`config.mk`:
```
export PLATFORM = sky130hd
export DESIGN_NAME = ifd_decoder
export DESIGN_NICKNAME = d
export VERILOG_FILES = /design/src/ifd_decoder.v
export VERILOG_INCLUDE_DIRS = /design/src
export SDC_FILE = /design/constraint.sdc
export NUM_CORES = 1
export LEC_CHECK = 0
export BUFFER_PORTS_ARGS = -buffer_cell sky130_fd_sc_hd__buf_2
export CORE_ASPECT_RATIO = 0.5
export CORE_MARGIN = 10
export CORE_UTILIZATION = 30
export DETAILED_ROUTE_END_ITERATION = 16
export SLEW_MARGIN = 20
export SYNTH_ARGS = -nofsm -noshare
export SYNTH_HDL_FRONTEND = slang
export SYNTH_SLANG_ARGS = --single-unit
```
`constraint.sdc`:
```
create_clock -name pclk -period 5.5 [get_ports pclk]
set_clock_uncertainty 0.15 [all_clocks]
set_input_delay 0.275 -clock pclk [delete_from_list [all_inputs] [get_ports pclk]]
set_output_delay 0.275 -clock pclk [all_outputs]
set_load 0.02 [all_outputs]
```
`src/ifd_consts.vh`:
```
// Constants of the instruction format decoder: register offsets, reset
// values, format flag positions, field codes and counts.
// Assumes inclusion by its bare name from the decoder module.
`ifndef IFD_CONSTS_VH
`define IFD_CONSTS_VH

// Register byte offsets on the APB side
`define IFD_REG_CTRL 8'h00
`define IFD_REG_LAST_WORD 8'h04
`define IFD_REG_LAST_INFO 8'h08
`define IFD_REG_LAST_TARGET 8'h0c
`define IFD_REG_LAST_COUNT 8'h10
`define IFD_REG_ILLEGAL_CNT 8'h14

// Reset values
`define IFD_CTRL_RST 1'b1
`define IFD_CNT_RST 16'h0000

// Control register fields
`define IFD_CTRL_EN_BIT 0

// Positions in the format flag vector: at most one of bits 0..9 set, width select in bit 10
`define IFD_F_TWO 0
`define IFD_F_JUMP 1
`define IFD_F_BIT 2
`define IFD_F_LOGIC 3
`define IFD_F_MULTI 4
`define IFD_F_SHIFT 5
`define IFD_F_SINGLE 6
`define IFD_F_CTRL 7
`define IFD_F_IMM 8
`define IFD_F_XOP 9
`define IFD_F_WIDTH 10

// Info register fields
`define IFD_INFO_ILL_BIT 10
`define IFD_INFO_EXT_LSB 11
`define IFD_INFO_WIDTH_BIT 13
`define IFD_INFO_CTX_BIT 14

// Mode codes
`define IFD_MODE_DIRECT 2'h0
`define IFD_MODE_MEM 2'h2
`define IFD_MODE_AUTO 2'h3

// Operation codes that steer decoding
`define IFD_OP_JUMP_LO 8'h10
`define IFD_OP_JUMP_HI 8'h1c
`define IFD_OP_BIT_HI 8'h1f
`define IFD_OP_XOP 6'h0b
`define IFD_OP_LOAD_LINES 6'h0c
`define IFD_OP_STORE_LINES 6'h0d
`define IFD_OP_CTRL_LO 11'h01a
`define IFD_OP_CTRL_HI 11'h01f
`define IFD_OP_IMM_LO 11'h010
`define IFD_OP_IMM_HI 11'h018
`define IFD_OP_STWP 11'h015
`define IFD_OP_STST 11'h016
`define IFD_OP_LWPI 11'h017
`define IFD_OP_LIMI 11'h018
`define IFD_OP_RET_CTX 11'h01c

// Context reload sources
`define IFD_CTX_WP_REG 4'hd
`define IFD_CTX_PC_REG 4'he
`define IFD_CTX_FLAG_REG 4'hf

// Counts
`define IFD_FULL_COUNT 5'h10
`define IFD_BYTE_MAX 5'h08
`define IFD_PC_STEP 16'h0002
`define IFD_STEP_BYTE 2'h1
`define IFD_STEP_WORD 2'h2

`endif

```
`src/ifd_decoder.v`:
```
// Instruction format decoder: splits each 16-bit word into the fields of
// its layout family and works out extension words, targets and counts.
// Assumes fetch and datapath share pclk; workspace values come with the word.
//
// Added by the designer: the APB interface to the registers and the address map.
`timescale 1ns/1ps
`include "ifd_consts.vh"

module ifd_decoder (
	// Clock and reset
	input wire pclk,
	input wire presetn,
	// APB slave
	input wire psel,
	input wire penable,
	input wire pwrite,
	input wire [7:0] paddr,
	input wire [31:0] pwdata,
	output reg [31:0] prdata,
	output wire pready,
	output wire pslverr,
	// Fetch side
	input wire instr_valid,
	input wire [15:0] instr_word,
	input wire [15:0] instr_addr,
	input wire [15:0] wr0_val,
	input wire [15:0] wr12_val,
	output wire instr_ready,
	// Execution side handshake
	output reg dec_valid,
	input wire dec_ready,
	// Decoded fields
	output reg [10:0] fmt,
	output reg illegal,
	output reg [10:0] op_field,
	output reg width_select,
	output reg [1:0] target_mode,
	output reg [3:0] target_reg_num,
	output reg [1:0] origin_mode,
	output reg [3:0] origin_reg_num,
	output reg [3:0] shifted_reg_num,
	output reg [1:0] ext_words,
	output reg ext_origin,
	output reg ext_target,
	output reg [1:0] origin_step,
	output reg [1:0] target_step,
	output reg [15:0] jump_target,
	output reg [11:0] line_addr,
	output reg [4:0] tally,
	output reg tally_byte,
	output reg lines_load,
	output reg [4:0] shift_count,
	output reg [3:0] xop_num,
	output reg ctx_reload,
	output wire [3:0] ctx_wp_reg,
	output wire [3:0] ctx_pc_reg,
	output wire [3:0] ctx_flag_reg
);

	// Memory mode means an extension word follows
	function ext_of;
		input [1:0] mode;
		begin
			ext_of = (mode == `IFD_MODE_MEM);
		end
	endfunction

	// Auto-increment step; zero for other modes
	function [1:0] step_of;
		input [1:0] mode;
		input is_byte;
		begin
			if (mode != `IFD_MODE_AUTO) begin
				step_of = 2'h0;
			end else if (is_byte) begin
				step_of = `IFD_STEP_BYTE;
			end else begin
				step_of = `IFD_STEP_WORD;
			end
		end
	endfunction

	reg ctrl_en_q;
	reg [15:0] ill_cnt_q;
	reg [15:0] last_word_q;
	reg [15:0] last_addr_q;

	reg [10:0] f_d;
	reg ill_d;
	reg [10:0] op_d;
	reg wsel_d;
	reg [1:0] tm_d;
	reg [3:0] tr_d;
	reg [1:0] om_d;
	reg [3:0] or_d;
	reg [3:0] sr_d;
	reg [1:0] ext_d;
	reg eo_d;
	reg et_d;
	reg [1:0] os_d;
	reg [1:0] ts_d;
	reg [15:0] jt_d;
	reg [11:0] la_d;
	reg [4:0] tal_d;
	reg tb_d;
	reg ll_d;
	reg [4:0] sc_d;
	reg [3:0] xn_d;
	reg ctx_d;

	wire [15:0] iw = instr_word;
	wire [7:0] op8 = iw[15:8];
	wire [5:0] op6 = iw[15:10];
	wire [10:0] op11 = iw[15:5];
	// Word displacement sign-extended, scaled to bytes
	wire [15:0] disp_bytes = {{7{iw[7]}}, iw[7:0], 1'b0};
	wire [11:0] disp_bits = {{4{iw[7]}}, iw[7:0]};
	wire take = instr_valid & instr_ready;

	assign ctx_wp_reg = `IFD_CTX_WP_REG;
	assign ctx_pc_reg = `IFD_CTX_PC_REG;
	assign ctx_flag_reg = `IFD_CTX_FLAG_REG;

	// Stalls while the execution side still holds the previous result
	assign instr_ready = ctrl_en_q & (~dec_valid | dec_ready);

	always @* begin
		f_d = 11'h000;
		ill_d = 1'b0;
		op_d = 11'h000;
		wsel_d = 1'b0;
		tm_d = `IFD_MODE_DIRECT;
		tr_d = 4'h0;
		om_d = `IFD_MODE_DIRECT;
		or_d = 4'h0;
		sr_d = 4'h0;
		eo_d = 1'b0;
		et_d = 1'b0;
		ext_d = 2'h0;
		os_d = 2'h0;
		ts_d = 2'h0;
		jt_d = 16'h0000;
		la_d = 12'h000;
		tal_d = 5'h00;
		tb_d = 1'b0;
		ll_d = 1'b0;
		sc_d = 5'h00;
		xn_d = 4'h0;
		ctx_d = 1'b0;
		if (iw[15:13] >= 3'h2) begin
			f_d[`IFD_F_TWO] = 1'b1;
			op_d = {8'h00, iw[15:13]};
			wsel_d = iw[12];
			tm_d = iw[11:10];
			tr_d = iw[9:6];
			om_d = iw[5:4];
			or_d = iw[3:0];
			eo_d = ext_of(iw[5:4]);
			et_d = ext_of(iw[11:10]);
			ext_d = {1'b0, eo_d} + {1'b0, et_d};
			os_d = step_of(iw[5:4], iw[12]);
			ts_d = step_of(iw[11:10], iw[12]);
		end else if (iw[15:13] == 3'h1) begin
			op_d = {5'h00, op6};
			om_d = iw[5:4];
			or_d = iw[3:0];
			eo_d = ext_of(iw[5:4]);
			ext_d = {1'b0, eo_d};
			if (op6 == `IFD_OP_XOP) begin
				f_d[`IFD_F_XOP] = 1'b1;
				xn_d = iw[9:6];
				os_d = step_of(iw[5:4], 1'b0);
			end else if (op6 == `IFD_OP_LOAD_LINES || op6 == `IFD_OP_STORE_LINES) begin
				f_d[`IFD_F_MULTI] = 1'b1;
				tal_d = (iw[9:6] == 4'h0) ? `IFD_FULL_COUNT : {1'b0, iw[9:6]};
				tb_d = (tal_d <= `IFD_BYTE_MAX);
				os_d = step_of(iw[5:4], tb_d);
				la_d = wr12_val[12:1];
				ll_d = (op6 == `IFD_OP_LOAD_LINES);
			end else begin
				// Multiply and divide share this register-target layout
				f_d[`IFD_F_LOGIC] = 1'b1;
				tr_d = iw[9:6];
				os_d = step_of(iw[5:4], 1'b0);
			end
		end else if (op8 >= `IFD_OP_JUMP_LO) begin
			op_d = {3'h0, op8};
			if (op8 <= `IFD_OP_JUMP_HI) begin
				f_d[`IFD_F_JUMP] = 1'b1;
				// Sign extension keeps the reach at -128..+127 words
				jt_d = instr_addr + `IFD_PC_STEP + disp_bytes;
			end else begin
				f_d[`IFD_F_BIT] = 1'b1;
				la_d = wr12_val[12:1] + disp_bits;
			end
		end else if (op6 == 6'h02) begin
			f_d[`IFD_F_SHIFT] = 1'b1;
			op_d = {3'h0, op8};
			sr_d = iw[3:0];
			if (iw[7:4] != 4'h0) begin
				sc_d = {1'b0, iw[7:4]};
			end else if (wr0_val[3:0] != 4'h0) begin
				sc_d = {1'b0, wr0_val[3:0]};
			end else begin
				sc_d = `IFD_FULL_COUNT;
			end
		end else if (op6 == 6'h01) begin
			f_d[`IFD_F_SINGLE] = 1'b1;
			op_d = {1'b0, iw[15:6]};
			om_d = iw[5:4];
			or_d = iw[3:0];
			eo_d = ext_of(iw[5:4]);
			ext_d = {1'b0, eo_d};
			os_d = step_of(iw[5:4], 1'b0);
		end else if (op11 >= `IFD_OP_CTRL_LO && op11 <= `IFD_OP_CTRL_HI) begin
			op_d = op11;
			if (iw[4:0] == 5'h00) begin
				f_d[`IFD_F_CTRL] = 1'b1;
				ctx_d = (op11 == `IFD_OP_RET_CTX);
			end else begin
				ill_d = 1'b1;
			end
		end else if (op11 >= `IFD_OP_IMM_LO && op11 <= `IFD_OP_IMM_HI) begin
			op_d = op11;
			tr_d = iw[3:0];
			// Register-less forms must carry a zero register field
			if (iw[4] || ((op11 == `IFD_OP_LWPI || op11 == `IFD_OP_LIMI) && iw[3:0] != 4'h0)) begin
				ill_d = 1'b1;
			end else begin
				f_d[`IFD_F_IMM] = 1'b1;
				if (op11 != `IFD_OP_STWP && op11 != `IFD_OP_STST) begin
					ext_d = 2'h1;
				end
			end
		end else begin
			ill_d = 1'b1;
		end
		if (ill_d) begin
			f_d = 11'h000;
			op_d = 11'h000;
			tr_d = 4'h0;
			ext_d = 2'h0;
			eo_d = 1'b0;
			et_d = 1'b0;
		end
		f_d[`IFD_F_WIDTH] = wsel_d;
	end

	// Result registers hold until the execution side takes them
	always @(posedge pclk or negedge presetn) begin
		if (!presetn) begin
			dec_valid <= 1'b0;
			fmt <= 11'h000;
			illegal <= 1'b0;
			op_field <= 11'h000;
			width_select <= 1'b0;
			target_mode <= 2'h0;
			target_reg_num <= 4'h0;
			origin_mode <= 2'h0;
			origin_reg_num <= 4'h0;
			shifted_reg_num <= 4'h0;
			ext_words <= 2'h0;
			ext_origin <= 1'b0;
			ext_target <= 1'b0;
			origin_step <= 2'h0;
			target_step <= 2'h0;
			jump_target <= 16'h0000;
			line_addr <= 12'h000;
			tally <= 5'h00;
			tally_byte <= 1'b0;
			lines_load <= 1'b0;
			shift_count <= 5'h00;
			xop_num <= 4'h0;
			ctx_reload <= 1'b0;
			last_word_q <= 16'h0000;
			last_addr_q <= 16'h0000;
		end else begin
			if (take) begin
				dec_valid <= 1'b1;
				fmt <= f_d;
				illegal <= ill_d;
				op_field <= op_d;
				width_select <= wsel_d;
				target_mode <= tm_d;
				target_reg_num <= tr_d;
				origin_mode <= om_d;
				origin_reg_num <= or_d;
				shifted_reg_num <= sr_d;
				ext_words <= ext_d;
				ext_origin <= eo_d;
				ext_target <= et_d;
				origin_step <= os_d;
				target_step <= ts_d;
				jump_target <= jt_d;
				line_addr <= la_d;
				tally <= tal_d;
				tally_byte <= tb_d;
				lines_load <= ll_d;
				shift_count <= sc_d;
				xop_num <= xn_d;
				ctx_reload <= ctx_d;
				last_word_q <= iw;
				last_addr_q <= instr_addr;
			end else if (dec_ready) begin
				dec_valid <= 1'b0;
			end
		end
	end

	// APB slave: read data captured in setup, so no wait states
	wire apb_setup = psel & ~penable;
	wire apb_wr = psel & penable & pwrite;
	reg addr_ok;
	reg [31:0] rd_d;

	assign pready = 1'b1;
	assign pslverr = psel & penable & ~addr_ok;

	always @* begin
		addr_ok = 1'b1;
		rd_d = 32'h00000000;
		if (paddr == `IFD_REG_CTRL) begin
			rd_d[`IFD_CTRL_EN_BIT] = ctrl_en_q;
		end else if (paddr == `IFD_REG_LAST_WORD) begin
			rd_d = {last_addr_q, last_word_q};
		end else if (paddr == `IFD_REG_LAST_INFO) begin
			rd_d[10:0] = fmt;
			rd_d[`IFD_INFO_ILL_BIT] = illegal;
			rd_d[`IFD_INFO_EXT_LSB+1:`IFD_INFO_EXT_LSB] = ext_words;
			rd_d[`IFD_INFO_WIDTH_BIT] = width_select;
			rd_d[`IFD_INFO_CTX_BIT] = ctx_reload;
		end else if (paddr == `IFD_REG_LAST_TARGET) begin
			rd_d = {4'h0, line_addr, jump_target};
		end else if (paddr == `IFD_REG_LAST_COUNT) begin
			rd_d = {18'h00000, xop_num, tally, shift_count};
		end else if (paddr == `IFD_REG_ILLEGAL_CNT) begin
			rd_d = {16'h0000, ill_cnt_q};
		end else begin
			addr_ok = 1'b0;
		end
	end

	always @(posedge pclk or negedge presetn) begin
		if (!presetn) begin
			prdata <= 32'h00000000;
			ctrl_en_q <= `IFD_CTRL_RST;
			ill_cnt_q <= `IFD_CNT_RST;
		end else begin
			if (apb_setup) begin
				prdata <= rd_d;
			end
			if (apb_wr && paddr == `IFD_REG_CTRL) begin
				ctrl_en_q <= pwdata[`IFD_CTRL_EN_BIT];
			end
			// A clear in the same cycle as a new illegal word leaves a count of one
			if (take && ill_d) begin
				if (apb_wr && paddr == `IFD_REG_ILLEGAL_CNT) begin
					ill_cnt_q <= 16'h0001;
				end else begin
					ill_cnt_q <= ill_cnt_q + 16'h0001;
				end
			end else if (apb_wr && paddr == `IFD_REG_ILLEGAL_CNT) begin
				ill_cnt_q <= `IFD_CNT_RST;
			end
		end
	end

endmodule

```
== After elaboration in Yosys (flattened, before gate mapping) ==
Cells that the tools add are included.

* Add/sub/neg operators: 5
* $mul: 0
* Divide/modulo/power cells: 0
* Magnitude comparators: 8
* Eq/ne operators: 20
* Shift-type cells: 0
* Multiplexer cells: 157
* Bitwise logic cells: 10
* Reductions and logical operators: 18

{| class="wikitable"
|+ Operator list
! kind !! number
|-
| $mux W16 || 8
|-
| $mux W32 || 3
|-
| $mux W4 || 24
|-
| $mux W11 || 8
|-
| $mux W12 || 6
|-
| $mux W1 || 64
|-
| $mux W5 || 11
|-
| $mux W2 || 27
|-
| $eq A11 B5 Y1 const B || 3
|-
| $mux W31 || 1
|-
| $ge A11 B5 Y1 const B || 2
|-
| $le A11 B5 Y1 const B || 2
|-
| $ne A11 B5 Y1 const B || 2
|-
| $eq A6 B4 Y1 const B || 3
|-
| $mux W17 || 1
|-
| $add A16 B1 Y16 const B || 1
|-
| $add A16 B16 Y16 || 1
|-
| $add A16 B2 Y16 const B || 1
|-
| $eq A8 B4 Y1 const B || 2
|-
| $eq A8 B5 Y1 const B || 2
|-
| $mux W15 || 1
|-
| $add A12 B12 Y12 || 1
|-
| $reduce_bool A4 Y1 || 3
|-
| $mux W10 || 1
|-
| other kinds (22) || 40
|}

* Bits in registers: 175
* Latch bits: 0
* Memory bits (writable): 0
* Memory bits (read-only): 0
* Input port bits: 111
* Output and inout bits: 141
* Logic and storage cells: 246
* Memories: 0

== Logic depth before layout (Yosys ltp) ==
Gate-level depths: netlist of the first run.

* Depth after elaboration: 14
* Gate-level depth with buffers: 12
* Gate-level depth less buffers: 12

== Worst setup path after synthesis of the first run ==
Ideal clock, no wire load.

* Kind: input port to flip-flop
* Start: input port instr_word[1]
* End: register jump_target[12]
* Library setup time: 0.121 ns
* Arrival time: 2.043 ns
* Required time: 5.229 ns
* Slack: 3.186 ns
* Stages: 10
* Buffers on the path: 0
* Cell sequence: ha_1 ha_1 inv_1 fa_1 nand2b_1 a21oi_1 o41ai_1 o21ai_0 xor2_1 a22o_1

* Cells in the longest elaborated chain, start to end: 5

{| class="wikitable"
|+ RTL lines
! what !! line !! RTL
|-
| start: declaration || ifd_decoder.v:24 || <nowiki>input wire [15:0] instr_word,</nowiki>
|-
| $add A16 B16 Y16 || ifd_decoder.v:191 || <nowiki>jt_d = instr_addr + `IFD_PC_STEP + disp_bytes;</nowiki>
|-
| $mux W16 || ifd_decoder.v:188 || <nowiki>if (op8 <= `IFD_OP_JUMP_HI) begin</nowiki>
|-
| $mux W16 || ifd_decoder.v:186 || <nowiki>end else if (op8 >= `IFD_OP_JUMP_LO) begin</nowiki>
|-
| $mux W16 || ifd_decoder.v:163 || <nowiki>end else if (iw[15:13] == 3'h1) begin</nowiki>
|-
| $mux W16 || ifd_decoder.v:150 || <nowiki>if (iw[15:13] >= 3'h2) begin</nowiki>
|-
| end signal: assignment || ifd_decoder.v:294 || <nowiki>jump_target <= jt_d;</nowiki>
|-
| end: declaration || ifd_decoder.v:47 || <nowiki>output reg [15:0] jump_target,</nowiki>
|}

Every way passes these cells.
A chain may end at the register's enable or synchronous reset.

== Worst setup path in the final report of the first run ==
* Start: input port instr_word[14]
* End: register line_addr[11]

* Cells in the longest elaborated chain, start to end: 6
* Elaborated cells on any way between the ends: 14
* Those cells by class: 3 x order compare; 4 x eq/ne; 6 x mux; 1 x reduce/logical

{| class="wikitable"
|+ RTL lines
! what !! line !! RTL
|-
| branches (longest 5 deep; another with $le A8 B5 Y1) || n/a ||
|-
| $mux W12 (*) || ifd_decoder.v:150 ||
|-
| end signal: assignment || ifd_decoder.v:295 || <nowiki>line_addr <= la_d;</nowiki>
|-
| end: declaration || ifd_decoder.v:48 || <nowiki>output reg [11:0] line_addr,</nowiki>
|}

Mark *: on every way between the ends.

==> results of run 1 <==
## state kept, by name, summed over array words and instances, names as in the netlist, 4 cells and up
register and flops:
shifted_reg_num 4, fmt 11, origin_reg_num 4, op_field 11
last_addr_q 16, last_word_q 16, ill_cnt_q 16, jump_target 16
prdata 32, tally 5, target_reg_num 4, shift_count 5
line_addr 12, xop_num 4
## cells by family after synthesis
family | after synthesis | share of synthesized area (%)
simple gates | 339 | 17.2
other cells | 2 | 0.0806
compound gates | 268 | 20.0
fa+ha+maj | 42 | 5.80
mux | 20 | 2.19
buf+inv | 106 | 4.98
xor+xnor | 32 | 3.01
flops | 174 | 46.7
## cell type report
cell class | instances | area share (%)
clock buffers | 18 | 3.80
clock inverters | 14 | 1.55
inverters | 36 | 1.17
multi-input cells | 714 | 39.7
flip-flops and latches | 174 | 37.6
well taps | 423 | 4.57
repair buffers | 230 | 11.5
## critical path, cell delays in order
cell and delay, ns:
sky130_fd_sc_hd__dlygate4sd3_1 0.54, sky130_fd_sc_hd__buf_2 0.17, sky130_fd_sc_hd__nor4b_1 0.80, sky130_fd_sc_hd__nand4_1 0.41, sky130_fd_sc_hd__or2_2 0.54, sky130_fd_sc_hd__nor4b_1 0.38, sky130_fd_sc_hd__a41oi_1 0.09, sky130_fd_sc_hd__nand3_1 0.14
## per-layer routing
| metal | GRT usage [%] | vias up |
|---|---|---|
| met4 | 6.80 | 4 |
| met1 | 19.1 | 4192 |
| li1 | - | 3864 |
| met2 | 30.2 | 285 |
| met5 | 0 | - |
| met3 | 2.67 | 73 |
## placed cells by master, fill, tap and decap left out, types with 4 or more instances in the layout
| master | count |
|---|---|
| sky130_fd_sc_hd__nor2_1 | 47 |
| sky130_fd_sc_hd__buf_4 | 7 |
| sky130_fd_sc_hd__nor4_1 | 5 |
| sky130_fd_sc_hd__nand3_1 | 16 |
| sky130_fd_sc_hd__nand2b_1 | 10 |
| sky130_fd_sc_hd__conb_1 | 13 |
| sky130_fd_sc_hd__o21ai_1 | 6 |
| sky130_fd_sc_hd__or2_2 | 4 |
| sky130_fd_sc_hd__nor3_2 | 5 |
| sky130_fd_sc_hd__o211ai_1 | 6 |
| sky130_fd_sc_hd__o21ai_0 | 88 |
| sky130_fd_sc_hd__a22oi_1 | 38 |
| sky130_fd_sc_hd__buf_2 | 190 |
| sky130_fd_sc_hd__a21oi_1 | 27 |
| sky130_fd_sc_hd__nor3_1 | 15 |
| sky130_fd_sc_hd__ha_1 | 40 |
| sky130_fd_sc_hd__a211oi_1 | 6 |
| sky130_fd_sc_hd__nand4_1 | 4 |
| sky130_fd_sc_hd__xor2_1 | 10 |
| sky130_fd_sc_hd__dlygate4sd3_1 | 32 |
| sky130_fd_sc_hd__inv_6 | 5 |
| sky130_fd_sc_hd__xnor2_1 | 22 |
| sky130_fd_sc_hd__mux2i_1 | 17 |
| sky130_fd_sc_hd__a22o_1 | 28 |
| sky130_fd_sc_hd__dfrtp_1 | 173 |
| sky130_fd_sc_hd__and3_1 | 8 |
| sky130_fd_sc_hd__o31ai_1 | 14 |
| sky130_fd_sc_hd__inv_1 | 36 |
| sky130_fd_sc_hd__clkbuf_16 | 17 |
| sky130_fd_sc_hd__nand2_1 | 182 |
| sky130_fd_sc_hd__nor2b_1 | 15 |
| sky130_fd_sc_hd__a222oi_1 | 14 |
| sky130_fd_sc_hd__a31oi_1 | 4 |
| sky130_fd_sc_hd__and2_1 | 5 |
| sky130_fd_sc_hd__o21a_1 | 8 |
## path summary, 6_finish.rpt
| path | from | to | slack, ns |
|---|---|---|---|
| max in group asynchronous | presetn | fmt[0] | 3.69 |
| min in group asynchronous | presetn | op_field[9] | 0.25 |
| max | instr_word[14] | line_addr[11] | 2.35 |
| min reg2reg | prdata[14] | prdata[14] | 0.33 |
| min | wr0_val[0] | shift_count[0] | 0.01 |
| max reg2reg | ctrl_en_q | line_addr[8] | 2.72 |
## power breakdown
part	switching (W)	internal (W)	leakage, nW	total [W]
Clock	0.000565	0.000737	0.300	0.00130
Combinational	0.000259	0.000149	3.12	0.000408
Sequential	0.0000297	0.00132	2.41	0.00135
Total	0.000853	0.00221	5.84	0.00306
## through the flow
stage	area [µm²]	setup slack [ns]	hold WS [ns]	util [%]	cells
2_1_floorplan	9360	3.19	-0.171	-	994
5_1_grt	11600	2.23	0.0128	38.0	1609
6_report	11600	2.35	0.0111	38.0	1609
4_1_cts	11600	2.47	0.00209	38.0	1609
3_3_place_gp	10600	2.46	0.203	34.9	1545
3_5_place_dp	10600	2.41	0.202	34.9	1545
## repair_timing
action,CTS,global route
buffers inserted,0,0
hold buffers,32,0
hold endpoints to repair,111,0
==> flow_summary.rst, run 1 <==
.. list-table::
   :header-rows: 1

   * - Metric
     - Value
   * - Largest fanout on the critical path
     - 15
   * - Horizontal extent of the die
     - ~270 µm
   * - Kind of critical path
     - in -> reg
   * - Netlist cell types
     - 68
   * - Period Utilization, post-route
     - between 50% and 60%
   * - Share of synthesized area occupied by flip-flops and latches
     - between 40% and 50%
   * - Per-cell routed wire length
     - between 20 and 25 µm
   * - Overall overflow remaining after global route
     - 0
   * - First-pass DRT Iterations
     - 7
   * - Proportion of netlist area held by the largest area contributor
     - ~46%
   * - Sum of routed wire length over all layers
     - approximately 33000 µm
   * - Top routing layer in use
     - met5
   * - Max Clk Rate
     - 317 MHz
   * - NumNets Final
     - 1326
   * - Largest net degree at the start of global routing
     - 94
   * - Final weighted congestion in routability-driven placement
     - just under 0.9
   * - Synthesized instance count
     - ~1000
   * - H-tree levels
     - 4
   * - Register area
     - around 4400 µm²
   * - EDFF count, synth
     - 0
   * - Largest area contributor in the netlist
     - sky130_fd_sc_hd__dfrtp_1
   * - Worst R2R Path Depth
     - 7
   * - Tightest Hold Check Type
     - in -> reg
   * - Number of standard-cell rows in the floorplan
     - 45
   * - Port Buf Inserts
     - 191
   * - Initial cell density of the core
     - between 30% and 40%
   * - Post-detailed-placement half-perimeter wirelength
     - 24000 µm
   * - Async set-or-reset flop fraction in the synthesized netlist
     - 100%
   * - Relative max-transition margin
     - 28.1%
   * - Clock tree root driver cell
     - sky130_fd_sc_hd__clkbuf_16
   * - Critical Path RT
     - roughly 5.7 ns
   * - Antenna-violating nets left
     - 0
   * - Clock tree from TritonCTS
     - done
   * - Pwr Total
     - just over 0.003 W
   * - Synth area leaders
     - sky130_fd_sc_hd__dfrtp_1, sky130_fd_sc_hd__nand2_1, sky130_fd_sc_hd__ha_1
   * - Post-synth design cell area
     - 9320 µm²
   * - RSZ-0062 raised after global routing
     - no
   * - Routed met1 length
     - about 13000 µm
   * - Via count normalized by instance count
     - 5.23
   * - Antenna cells
     - 0
   * - Clock-pin slew on the worst setup and hold paths
     - 0.07 ns
   * - Primary FF master, synth
     - sky130_fd_sc_hd__dfrtp_1
   * - IO Count
     - around 250
   * - Seq cells post-synth
     - approximately 170
   * - Die Area
     - 38900 µm²
   * - Mapped Avg Cell Area
     - between 9 and 10 µm²
   * - # resized after CTS
     - 0
   * - Clock buffer count from CTS
     - 17
   * - Multi-input logic area
     - between 4000 and 5000 µm²
   * - List of most frequent post-synthesis cells
     - sky130_fd_sc_hd__nand2_1, sky130_fd_sc_hd__dfrtp_1, sky130_fd_sc_hd__o21ai_0, sky130_fd_sc_hd__nor2_1, sky130_fd_sc_hd__clkbuf_1
   * - Max VDD drop
     - 0.243 mV
   * - Aggregate negative setup slack
     - 0 ns
   * - Placeable core region
     - 30500 µm²
   * - GR Util All Layers
     - about 16%
   * - Worst Setup End Kind
     - flip-flop
   * - Antenna violations before repair
     - 2
   * - Areal power density over the cells
     - approximately 260 nW/µm²
   * - Clock latency at the later pin of the worst-skew pair
     - 0.44 ns
   * - Final critical-path required period
     - about 3.2 ns
   * - Global-route wire length before repair
     - roughly 50000 µm
   * - Buffer depth of the longest clock path
     - 2
   * - Filler instances
     - about 3000
   * - Share of post-route cells with drive strength above 1
     - a little over a fifth
   * - Kind of start point of the critical path
     - input port
   * - Via count of the first global-routing pass
     - between 8000 and 9000
   * - Leakage
     - between 5 and 6 nW
   * - Status
     - finished clean
   * - Final Setup Violations
     - 0
   * - Final Hold Viols
     - 0
   * - Area added between synthesis and finish
     - 24.2%
   * - Die span in y
     - ~140 µm
   * - Total met3 wirelength after detailed routing
     - roughly 1700 µm
   * - Number of warnings issued by yosys
     - 0
   * - # Max-Cap Violations
     - 0
   * - Depth of the worst hold-timing path
     - 3
   * - Length of routed met2 wiring
     - approximately 17000 µm
   * - Via count
     - ~8400
   * - Remaining routing DRC violations
     - 0
   * - Tightest Pin Transition
     - approximately 1.1 ns
   * - Arrival time reported for the critical path endpoint
     - about 3.4 ns
   * - Most repeated cell in the gate-level netlist after synthesis
     - sky130_fd_sc_hd__nand2_1
   * - Pins Over Slew Limit
     - 0
   * - DRC marker count from the first detailed-route iteration
     - approximately 990
   * - Number of sinks on the clock net
     - 174
No activity file was read; power rests on OpenSTA's default activity.
==> inputs of run 2 (changes only) <==
==> constraint.sdc (replaced) <==
create_clock -name pclk -period 2.5 [get_ports pclk]
set_clock_uncertainty 0.15 [all_clocks]
set_input_delay 0.125 -clock pclk [delete_from_list [all_inputs] [get_ports pclk]]
set_output_delay 0.125 -clock pclk [all_outputs]
set_load 0.02 [all_outputs]
==> run 2 against run 1 <==
  * The flow now finishes with violations (negative hold slack)
  * Design area up 5.5%
  * Sequential power up 120%
  * Non-clock buffer count up 66
  * Routed wire length up 4.4%
  * Sequential share of layout area down 2.0 points
  * Combinational power up 150%
  * Via count up 3.9%
  * Register-to-register slack worse by 2.4 ns
  * Largest cell class unchanged
==> flow_summary.rst, run 2 (synthesis gave the netlist of run 1 again) <==
.. list-table::
   :header-rows: 1

   * - Metric
     - Value
   * - Number of buffers and inverters on the critical path
     - 3
   * - Aggregate negative setup slack
     - 0 ns
   * - Remaining routing DRC violations
     - 0
   * - Area added between synthesis and finish
     - 31.0%
   * - Failing checks
     - negative hold slack
   * - H-tree levels
     - 4
   * - Leakage
     - about 6.2 nW
   * - Proportion of power drawn by the clock network
     - between 40% and 50%
   * - Worst setup slack after layout
     - 0.0357 ns
   * - Clock tree root driver cell
     - sky130_fd_sc_hd__clkbuf_16
   * - Max VDD drop
     - 0.489 mV
   * - Overall overflow remaining after global route
     - 0
   * - Via count normalized by instance count
     - between 5 and 6
   * - First-pass DRT Iterations
     - 5
   * - IO Count
     - 252
   * - Final Hold Viols
     - 3
   * - Global-route wire length before repair
     - 52500 µm
   * - Clock-pin slew on the worst setup and hold paths
     - roughly 0.07 ns
   * - Post-placement worst setup slack
     - -0.00792 ns
   * - Post-detailed-placement half-perimeter wirelength
     - 26000 µm
   * - # Max-Cap Violations
     - 0
   * - Die Area
     - between 30000 and 40000 µm²
   * - Commonest cells after routing, fill and taps aside
     - sky130_fd_sc_hd__buf_2, sky130_fd_sc_hd__nand2_1, sky130_fd_sc_hd__dfrtp_1, sky130_fd_sc_hd__o21ai_0, sky130_fd_sc_hd__buf_4
   * - Largest incremental delay on the critical path
     - 0.54 ns
   * - CP top delay family
     - compound AO/OA/AOI/OAI gates
   * - Pins Over Slew Limit
     - 0
   * - Clock tree from TritonCTS
     - done
   * - Antenna-violating nets left
     - 0
   * - Start point of the worst hold path
     - instr_word[1]
   * - Number of standard-cell rows in the floorplan
     - between 40 and 50
   * - Tightest Hold Check Type
     - in -> reg
   * - List of cells traversed by the critical path
     - dlygate4sd3_1 -> buf_2 -> buf_6 -> or4_4 -> o41ai_4 -> a211oi_4 -> a311o_1 -> o21ai_1
   * - WHS
     - -0.0193 ns
   * - Share of post-route cells with drive strength above 1
     - between 20 and 30%
   * - Via count
     - about 8700
   * - Capture instance of the worst register-to-register path
     - ill_cnt_q[14]
   * - Reg with most FFs
     - prdata
   * - Final critical-path required period
     - between 2 and 2.5 ns
   * - Antenna violations before repair
     - 3
   * - Period Utilization, post-route
     - 98.6%
   * - Areal power density over the cells
     - roughly 550 nW/µm²
   * - Port Buf Inserts
     - around 190
   * - Depth of the worst hold-timing path
     - 3
   * - Die span in y
     - 145 µm
   * - Layout Utilization
     - around two fifths
   * - Final weighted congestion in routability-driven placement
     - a little over 0.9
   * - Buffer depth of the longest clock path
     - 2
   * - Critical Path RT
     - 2.72 ns
   * - Portion of total power attributed to sequential cells
     - between 40 and 50%
   * - GR Util All Layers
     - approximately 17%
   * - Kind of start point of the critical path
     - input port
   * - Arrival time reported for the critical path endpoint
     - roughly 2.7 ns
   * - Worst Setup End Kind
     - flip-flop
   * - Relative max-transition margin
     - a little over two fifths
   * - Clock latency at the later pin of the worst-skew pair
     - 0.44 ns
   * - Tightest Pin Transition
     - around 0.86 ns
   * - Flip-flop count of the largest register after layout
     - 32
   * - R2r setup slk
     - 0.29 ns
   * - CP max-delay cell
     - sky130_fd_sc_hd__or4_4
   * - Via count of the first global-routing pass
     - between 8000 and 9000
   * - Per-cell routed wire length
     - approximately 20 µm
   * - Initial cell density of the core
     - a little under a third
   * - Most common library cell in the layout ignoring fill and taps
     - sky130_fd_sc_hd__buf_2
   * - Status
     - finished, violations left
   * - Largest net degree at the start of global routing
     - between 60 and 70
   * - Int Power
     - approximately 0.0048 W
   * - Psw
     - roughly 0.0019 W
   * - Logic gate share of total power
     - 14.9%
   * - Kind of critical path
     - in -> reg
   * - Switching fraction of total power
     - around 28%
   * - Final Setup Violations
     - 0
   * - Clock buffer count from CTS
     - 17
   * - Number of sinks on the clock net
     - around 170
   * - Max Clk Rate
     - between 400 and 500 MHz
   * - Horizontal extent of the die
     - roughly 270 µm
   * - Sum of routed wire length over all layers
     - 34500 µm
   * - DRC marker count from the first detailed-route iteration
     - ~970
   * - Largest fanout on the critical path
     - 10
   * - Worst hold path endpoint
     - last_word_q[1]
   * - Placeable core region
     - 30500 µm²
   * - NumNets Final
     - 1393
   * - Worst R2R Path Depth
     - 6
   * - Critical R2R Launch
     - dec_valid
-- run 2: cell count changes in the layout (fill, tap and decap cells not counted), moves of 2 or more --
cell                            change
sky130_fd_sc_hd__buf_12             +5
sky130_fd_sc_hd__buf_4             +43
sky130_fd_sc_hd__o21ai_1            +2
sky130_fd_sc_hd__o21ai_0            -3
sky130_fd_sc_hd__diode_2            +2
sky130_fd_sc_hd__dlygate4sd3_1     +17
-- run 2: what timing repair did --
item | 4_1_cts | 5_1_grt
endpoints found under the hold margin | 161 | 1
hold buffers | 49 | 1
resized for setup | 0 | 14
setup endpoints to repair | 0 | 23
setup buffers | 0 | 2
-- run 2: layout make-up --
cell class	instances	area, µm²
antenna	2	5.00
clock buffer	18	439
clock inverter	14	156
fill	2989	18300
inverter	36	135
multi-input combinational	715	4650
sequential	174	4360
tap	423	529
timing repair buffer	296	1940
-- run 2: worst min-delay path, cell delays in order --
cell and delay [ns]:
sky130_fd_sc_hd__buf_2 0.15, sky130_fd_sc_hd__inv_1 0.15, sky130_fd_sc_hd__o21ai_0 0.10
-- run 2: worst max path at each step --
stage                        startpoint  slack (ns)               to  depth (start not counted)
after detailed placement  instr_word[1]      -0.008  jump_target[12]                         11
after global placement    instr_word[1]        0.01  jump_target[14]                         11
final                     instr_word[2]        0.04      op_field[0]                          8
after global routing      instr_word[2]       -0.01     ill_cnt_q[4]                         10
after CTS                 instr_addr[8]        0.02  jump_target[11]                          9
after floorplan               dec_valid        0.32     line_addr[8]                          8
-- run 2: per-stage QoR --
stage	cell area, µm²	power (W)	instances	hold WS [ns]
final	12200	0.00671	1678	-0.0193
after global routing	12200	0.00696	1677	0.00430
after CTS	12100	0.00671	1674	0.000426
after detailed placement	11000	0.00393	1593	0.0100
after global placement	11000	0.00392	1593	0.0100
after floorplan	9360	0.00355	994	-0.321
-- run 2: power by group through the flow --
stage	registers, W	logic [W]	clock network, W
floorplan	0.00305	0.000502	0
global placement	0.00302	0.000897	0
detailed placement	0.00302	0.000910	0
CTS	0.00297	0.000979	0.00277
global route	0.00298	0.00110	0.00288
finish	0.00297	0.00100	0.00274
-- run 2: routing by layer --
| metal | track usage (%) | share of wire, % | vias to the layer above |
|---|---|---|---|
| met5 | 0 | 0.061 | - |
| met4 | 7.51 | 3.4 | 4 |
| met3 | 3.10 | 5.2 | 72 |
| met2 | 31.4 | 52 | 311 |
| met1 | 19.7 | 39 | 4356 |
| li1 | - | - | 4006 |
==> inputs of run 3 (changes only) <==
--- a/config.mk
+++ b/config.mk
@@ -7,7 +7,6 @@
 export NUM_CORES = 1
 export LEC_CHECK = 0
 export BUFFER_PORTS_ARGS = -buffer_cell sky130_fd_sc_hd__buf_2
-export CORE_ASPECT_RATIO = 0.5
 export CORE_MARGIN = 10
 export CORE_UTILIZATION = 30
 export DETAILED_ROUTE_END_ITERATION = 16
==> constraint.sdc (replaced) <==
create_clock -name pclk -period 2.3 [get_ports pclk]
set_clock_uncertainty 0.15 [all_clocks]
set_input_delay 0.115 -clock pclk [delete_from_list [all_inputs] [get_ports pclk]]
set_output_delay 0.115 -clock pclk [all_outputs]
set_load 0.02 [all_outputs]
==> run 3 against run 2 <==
  * The run now ends clean
  * Sequential cell count did not move
  * Non-clock buffer count grew 31
  * Utilization grew 0.30 points
  * Global-route usage increased by 0.70 points
  * Sequential share of layout area decreased by 0.41 points
  * Cell count increased by 0.12%
  * Hold slack better by 0.041 ns
  * Clock power barely moved
  * Sequential power rose by 8.8%
  * Critical path depth rose by 2
  * Die area down 1.1%
  * Clock-buffer cell count grew 1
  * Critical path type unchanged
  * Largest power group unchanged
==> flow_summary.rst, run 3 (synthesis gave the netlist of run 1 again) <==
.. list-table::
   :header-rows: 1

   * - Metric
     - Value
   * - Pins Over Slew Limit
     - 0
   * - Via count of the first global-routing pass
     - slightly below 9000
   * - Final weighted congestion in routability-driven placement
     - 0.894
   * - RSZ-0062 raised after global routing
     - no
   * - Largest net degree at the start of global routing
     - 71
   * - Worst hold path endpoint
     - ill_cnt_q[2]
   * - CP max-delay cell
     - sky130_fd_sc_hd__dlygate4sd3_1
   * - Start point of the worst hold path
     - psel
   * - Antenna violations before repair
     - 2
   * - Leakage
     - approximately 6.3 nW
   * - Number of buffers and inverters on the critical path
     - 4
   * - Die Area
     - around 39000 µm²
   * - Clock buffer count from CTS
     - 17
   * - First-pass DRT Iterations
     - 7
   * - Layout Utilization
     - 40.4%
   * - Final critical-path required period
     - about 2.2 ns
   * - Area added between synthesis and finish
     - 32.6%
   * - DRC marker count from the first detailed-route iteration
     - roughly 630
   * - Flip-flop count of the largest register after layout
     - 32
   * - Die span in y
     - just under 200 µm
   * - Reg with most FFs
     - prdata
   * - # Max-Cap Violations
     - 0
   * - Period Utilization, post-route
     - between 90% and 100%
   * - Max Clk Rate
     - about 450 MHz
   * - Number of standard-cell rows in the floorplan
     - 64
   * - GR Util All Layers
     - between 10% and 20%
   * - Per-cell routed wire length
     - roughly 21 µm
   * - Initial cell density of the core
     - between 30% and 40%
   * - IO Count
     - between 200 and 300
   * - Number of sinks on the clock net
     - 174
   * - Capture instance of the worst register-to-register path
     - xop_num[2]
   * - Global-route wire length before repair
     - between 50000 and 60000 µm
   * - R2r setup slk
     - 0.21 ns
   * - Placeable core region
     - ~31000 µm²
   * - H-tree levels
     - 4
   * - CP top delay family
     - buffers and inverters
   * - Sum of routed wire length over all layers
     - approximately 35000 µm
   * - Arrival time reported for the critical path endpoint
     - ~2.4 ns
   * - Kind of critical path
     - in -> reg
   * - Clock tree from TritonCTS
     - done
   * - Clock latency at the later pin of the worst-skew pair
     - ~0.44 ns
   * - Antenna-violating nets left
     - 0
   * - Largest incremental delay on the critical path
     - 0.59 ns
   * - Clock-pin slew on the worst setup and hold paths
     - 0.08 ns
   * - Overall overflow remaining after global route
     - 0
   * - NumNets Final
     - between 1000 and 1500
   * - Worst Setup End Kind
     - flip-flop
   * - Relative max-transition margin
     - about two thirds
   * - Largest fanout on the critical path
     - 9
   * - Max VDD drop
     - roughly 0.46 mV
   * - Clock tree root driver cell
     - sky130_fd_sc_hd__clkbuf_16
   * - Via count normalized by instance count
     - ~5.2
   * - Critical Path RT
     - between 2 and 2.5 ns
   * - Worst R2R Path Depth
     - 5
   * - Depth of the worst hold-timing path
     - 4
   * - Final Setup Violations
     - 0
   * - Commonest cells after routing, fill and taps aside
     - sky130_fd_sc_hd__buf_2, sky130_fd_sc_hd__nand2_1, sky130_fd_sc_hd__dfrtp_1, sky130_fd_sc_hd__o21ai_0, sky130_fd_sc_hd__buf_4
   * - Post-detailed-placement half-perimeter wirelength
     - about 27000 µm
   * - Post-placement worst setup slack
     - -0.357 ns
   * - Antenna cells
     - 0
   * - Buffer depth of the longest clock path
     - 2
   * - Most common library cell in the layout ignoring fill and taps
     - sky130_fd_sc_hd__buf_2
   * - Final Hold Viols
     - 0
   * - Horizontal extent of the die
     - between 150 and 200 µm
   * - Remaining routing DRC violations
     - 0
   * - Critical R2R Launch
     - dec_valid
   * - Tightest Pin Transition
     - just over 0.5 ns
   * - Via count
     - between 8000 and 9000
   * - Status
     - finished clean
   * - Kind of start point of the critical path
     - input port
   * - Areal power density over the cells
     - 576 nW/µm²
   * - Share of post-route cells with drive strength above 1
     - 26.8%
   * - List of cells traversed by the critical path
     - buf_2 -> dlygate4sd3_1 -> buf_6 -> o31a_1 -> a2111oi_4 -> buf_4 -> a211o_2 -> nor3_2 -> xnor2_1 -> nor2_1
   * - Worst setup slack after layout
     - a little under 0.08 ns
   * - Tightest Hold Check Type
     - in -> reg
   * - Port Buf Inserts
     - 191
## run 3: timing repair
item,CTS,global route
hold buffers,55,0
gates resized for setup,0,13
buffers inserted,0,2
endpoints found under the hold margin,233,0
endpoints found under the setup margin,0,32
## run 3: routing by layer
layer  share of wire, %  vias to the layer above  global-route usage (%)
met2                 45                      324                    27.1
met5              0.037                        -                       0
met1                 45                     4223                    24.1
met3                8.1                       32                    5.64
met4                1.4                        2                    4.75
li1                   -                     4081                       -
## run 3: worst reg2reg max path: stages (launching register included)
cell and delay, ns:
sky130_fd_sc_hd__dfrtp_1 0.38, sky130_fd_sc_hd__nand2b_1 0.22, sky130_fd_sc_hd__and2_1 0.28, sky130_fd_sc_hd__nand2_4 0.27, sky130_fd_sc_hd__buf_4 0.37, sky130_fd_sc_hd__a22o_1 0.30
## run 3: area by class of cell
cell class / count / area [µm²]
clock inverters: 13 / 106
fillers: 3073 / 18200
inverters: 36 / 135
flip-flops and latches: 174 / 4360
repair buffers: 327 / 2170
well taps: 396 / 495
clock buffers: 19 / 433
multi-input cells: 715 / 4650
## run 3: worst max-delay path by stage
stage                              start           endpoint  slack, ns  cells after the start
after global placement     instr_word[1]    jump_target[14]      -0.32                     11
after detailed placement   instr_word[1]    jump_target[14]      -0.36                     11
after global routing      instr_word[10]  target_reg_num[0]     0.0007                      7
after CTS                  instr_word[4]      line_addr[11]      0.009                     11
after floorplan                dec_valid       line_addr[8]       0.12                      8
final                      instr_word[6]      ill_cnt_q[10]       0.08                     10
## run 3: per-stage QoR
stage	TNS [ns]	instances	hold WS [ns]	total power (W)	instance area, µm²
floorplan	0	994	-0.331	0.00386	9360
global route	0	1680	0.0158	0.00741	12400
finish	0	1680	0.0217	0.00712	12400
global placement	-0.939	1590	-0.0638	0.00430	11200
CTS	0	1677	0.00251	0.00715	12300
detailed placement	-1.60	1590	-0.0592	0.00432	11200
## run 3: power breakdown
part	switching [W]	leakage (nW)	total (W)	internal, W
clock	0.00135	0.255	0.00276	0.00140
combinational	0.000662	3.61	0.00113	0.000466
sequential	0.0000763	2.41	0.00323	0.00316
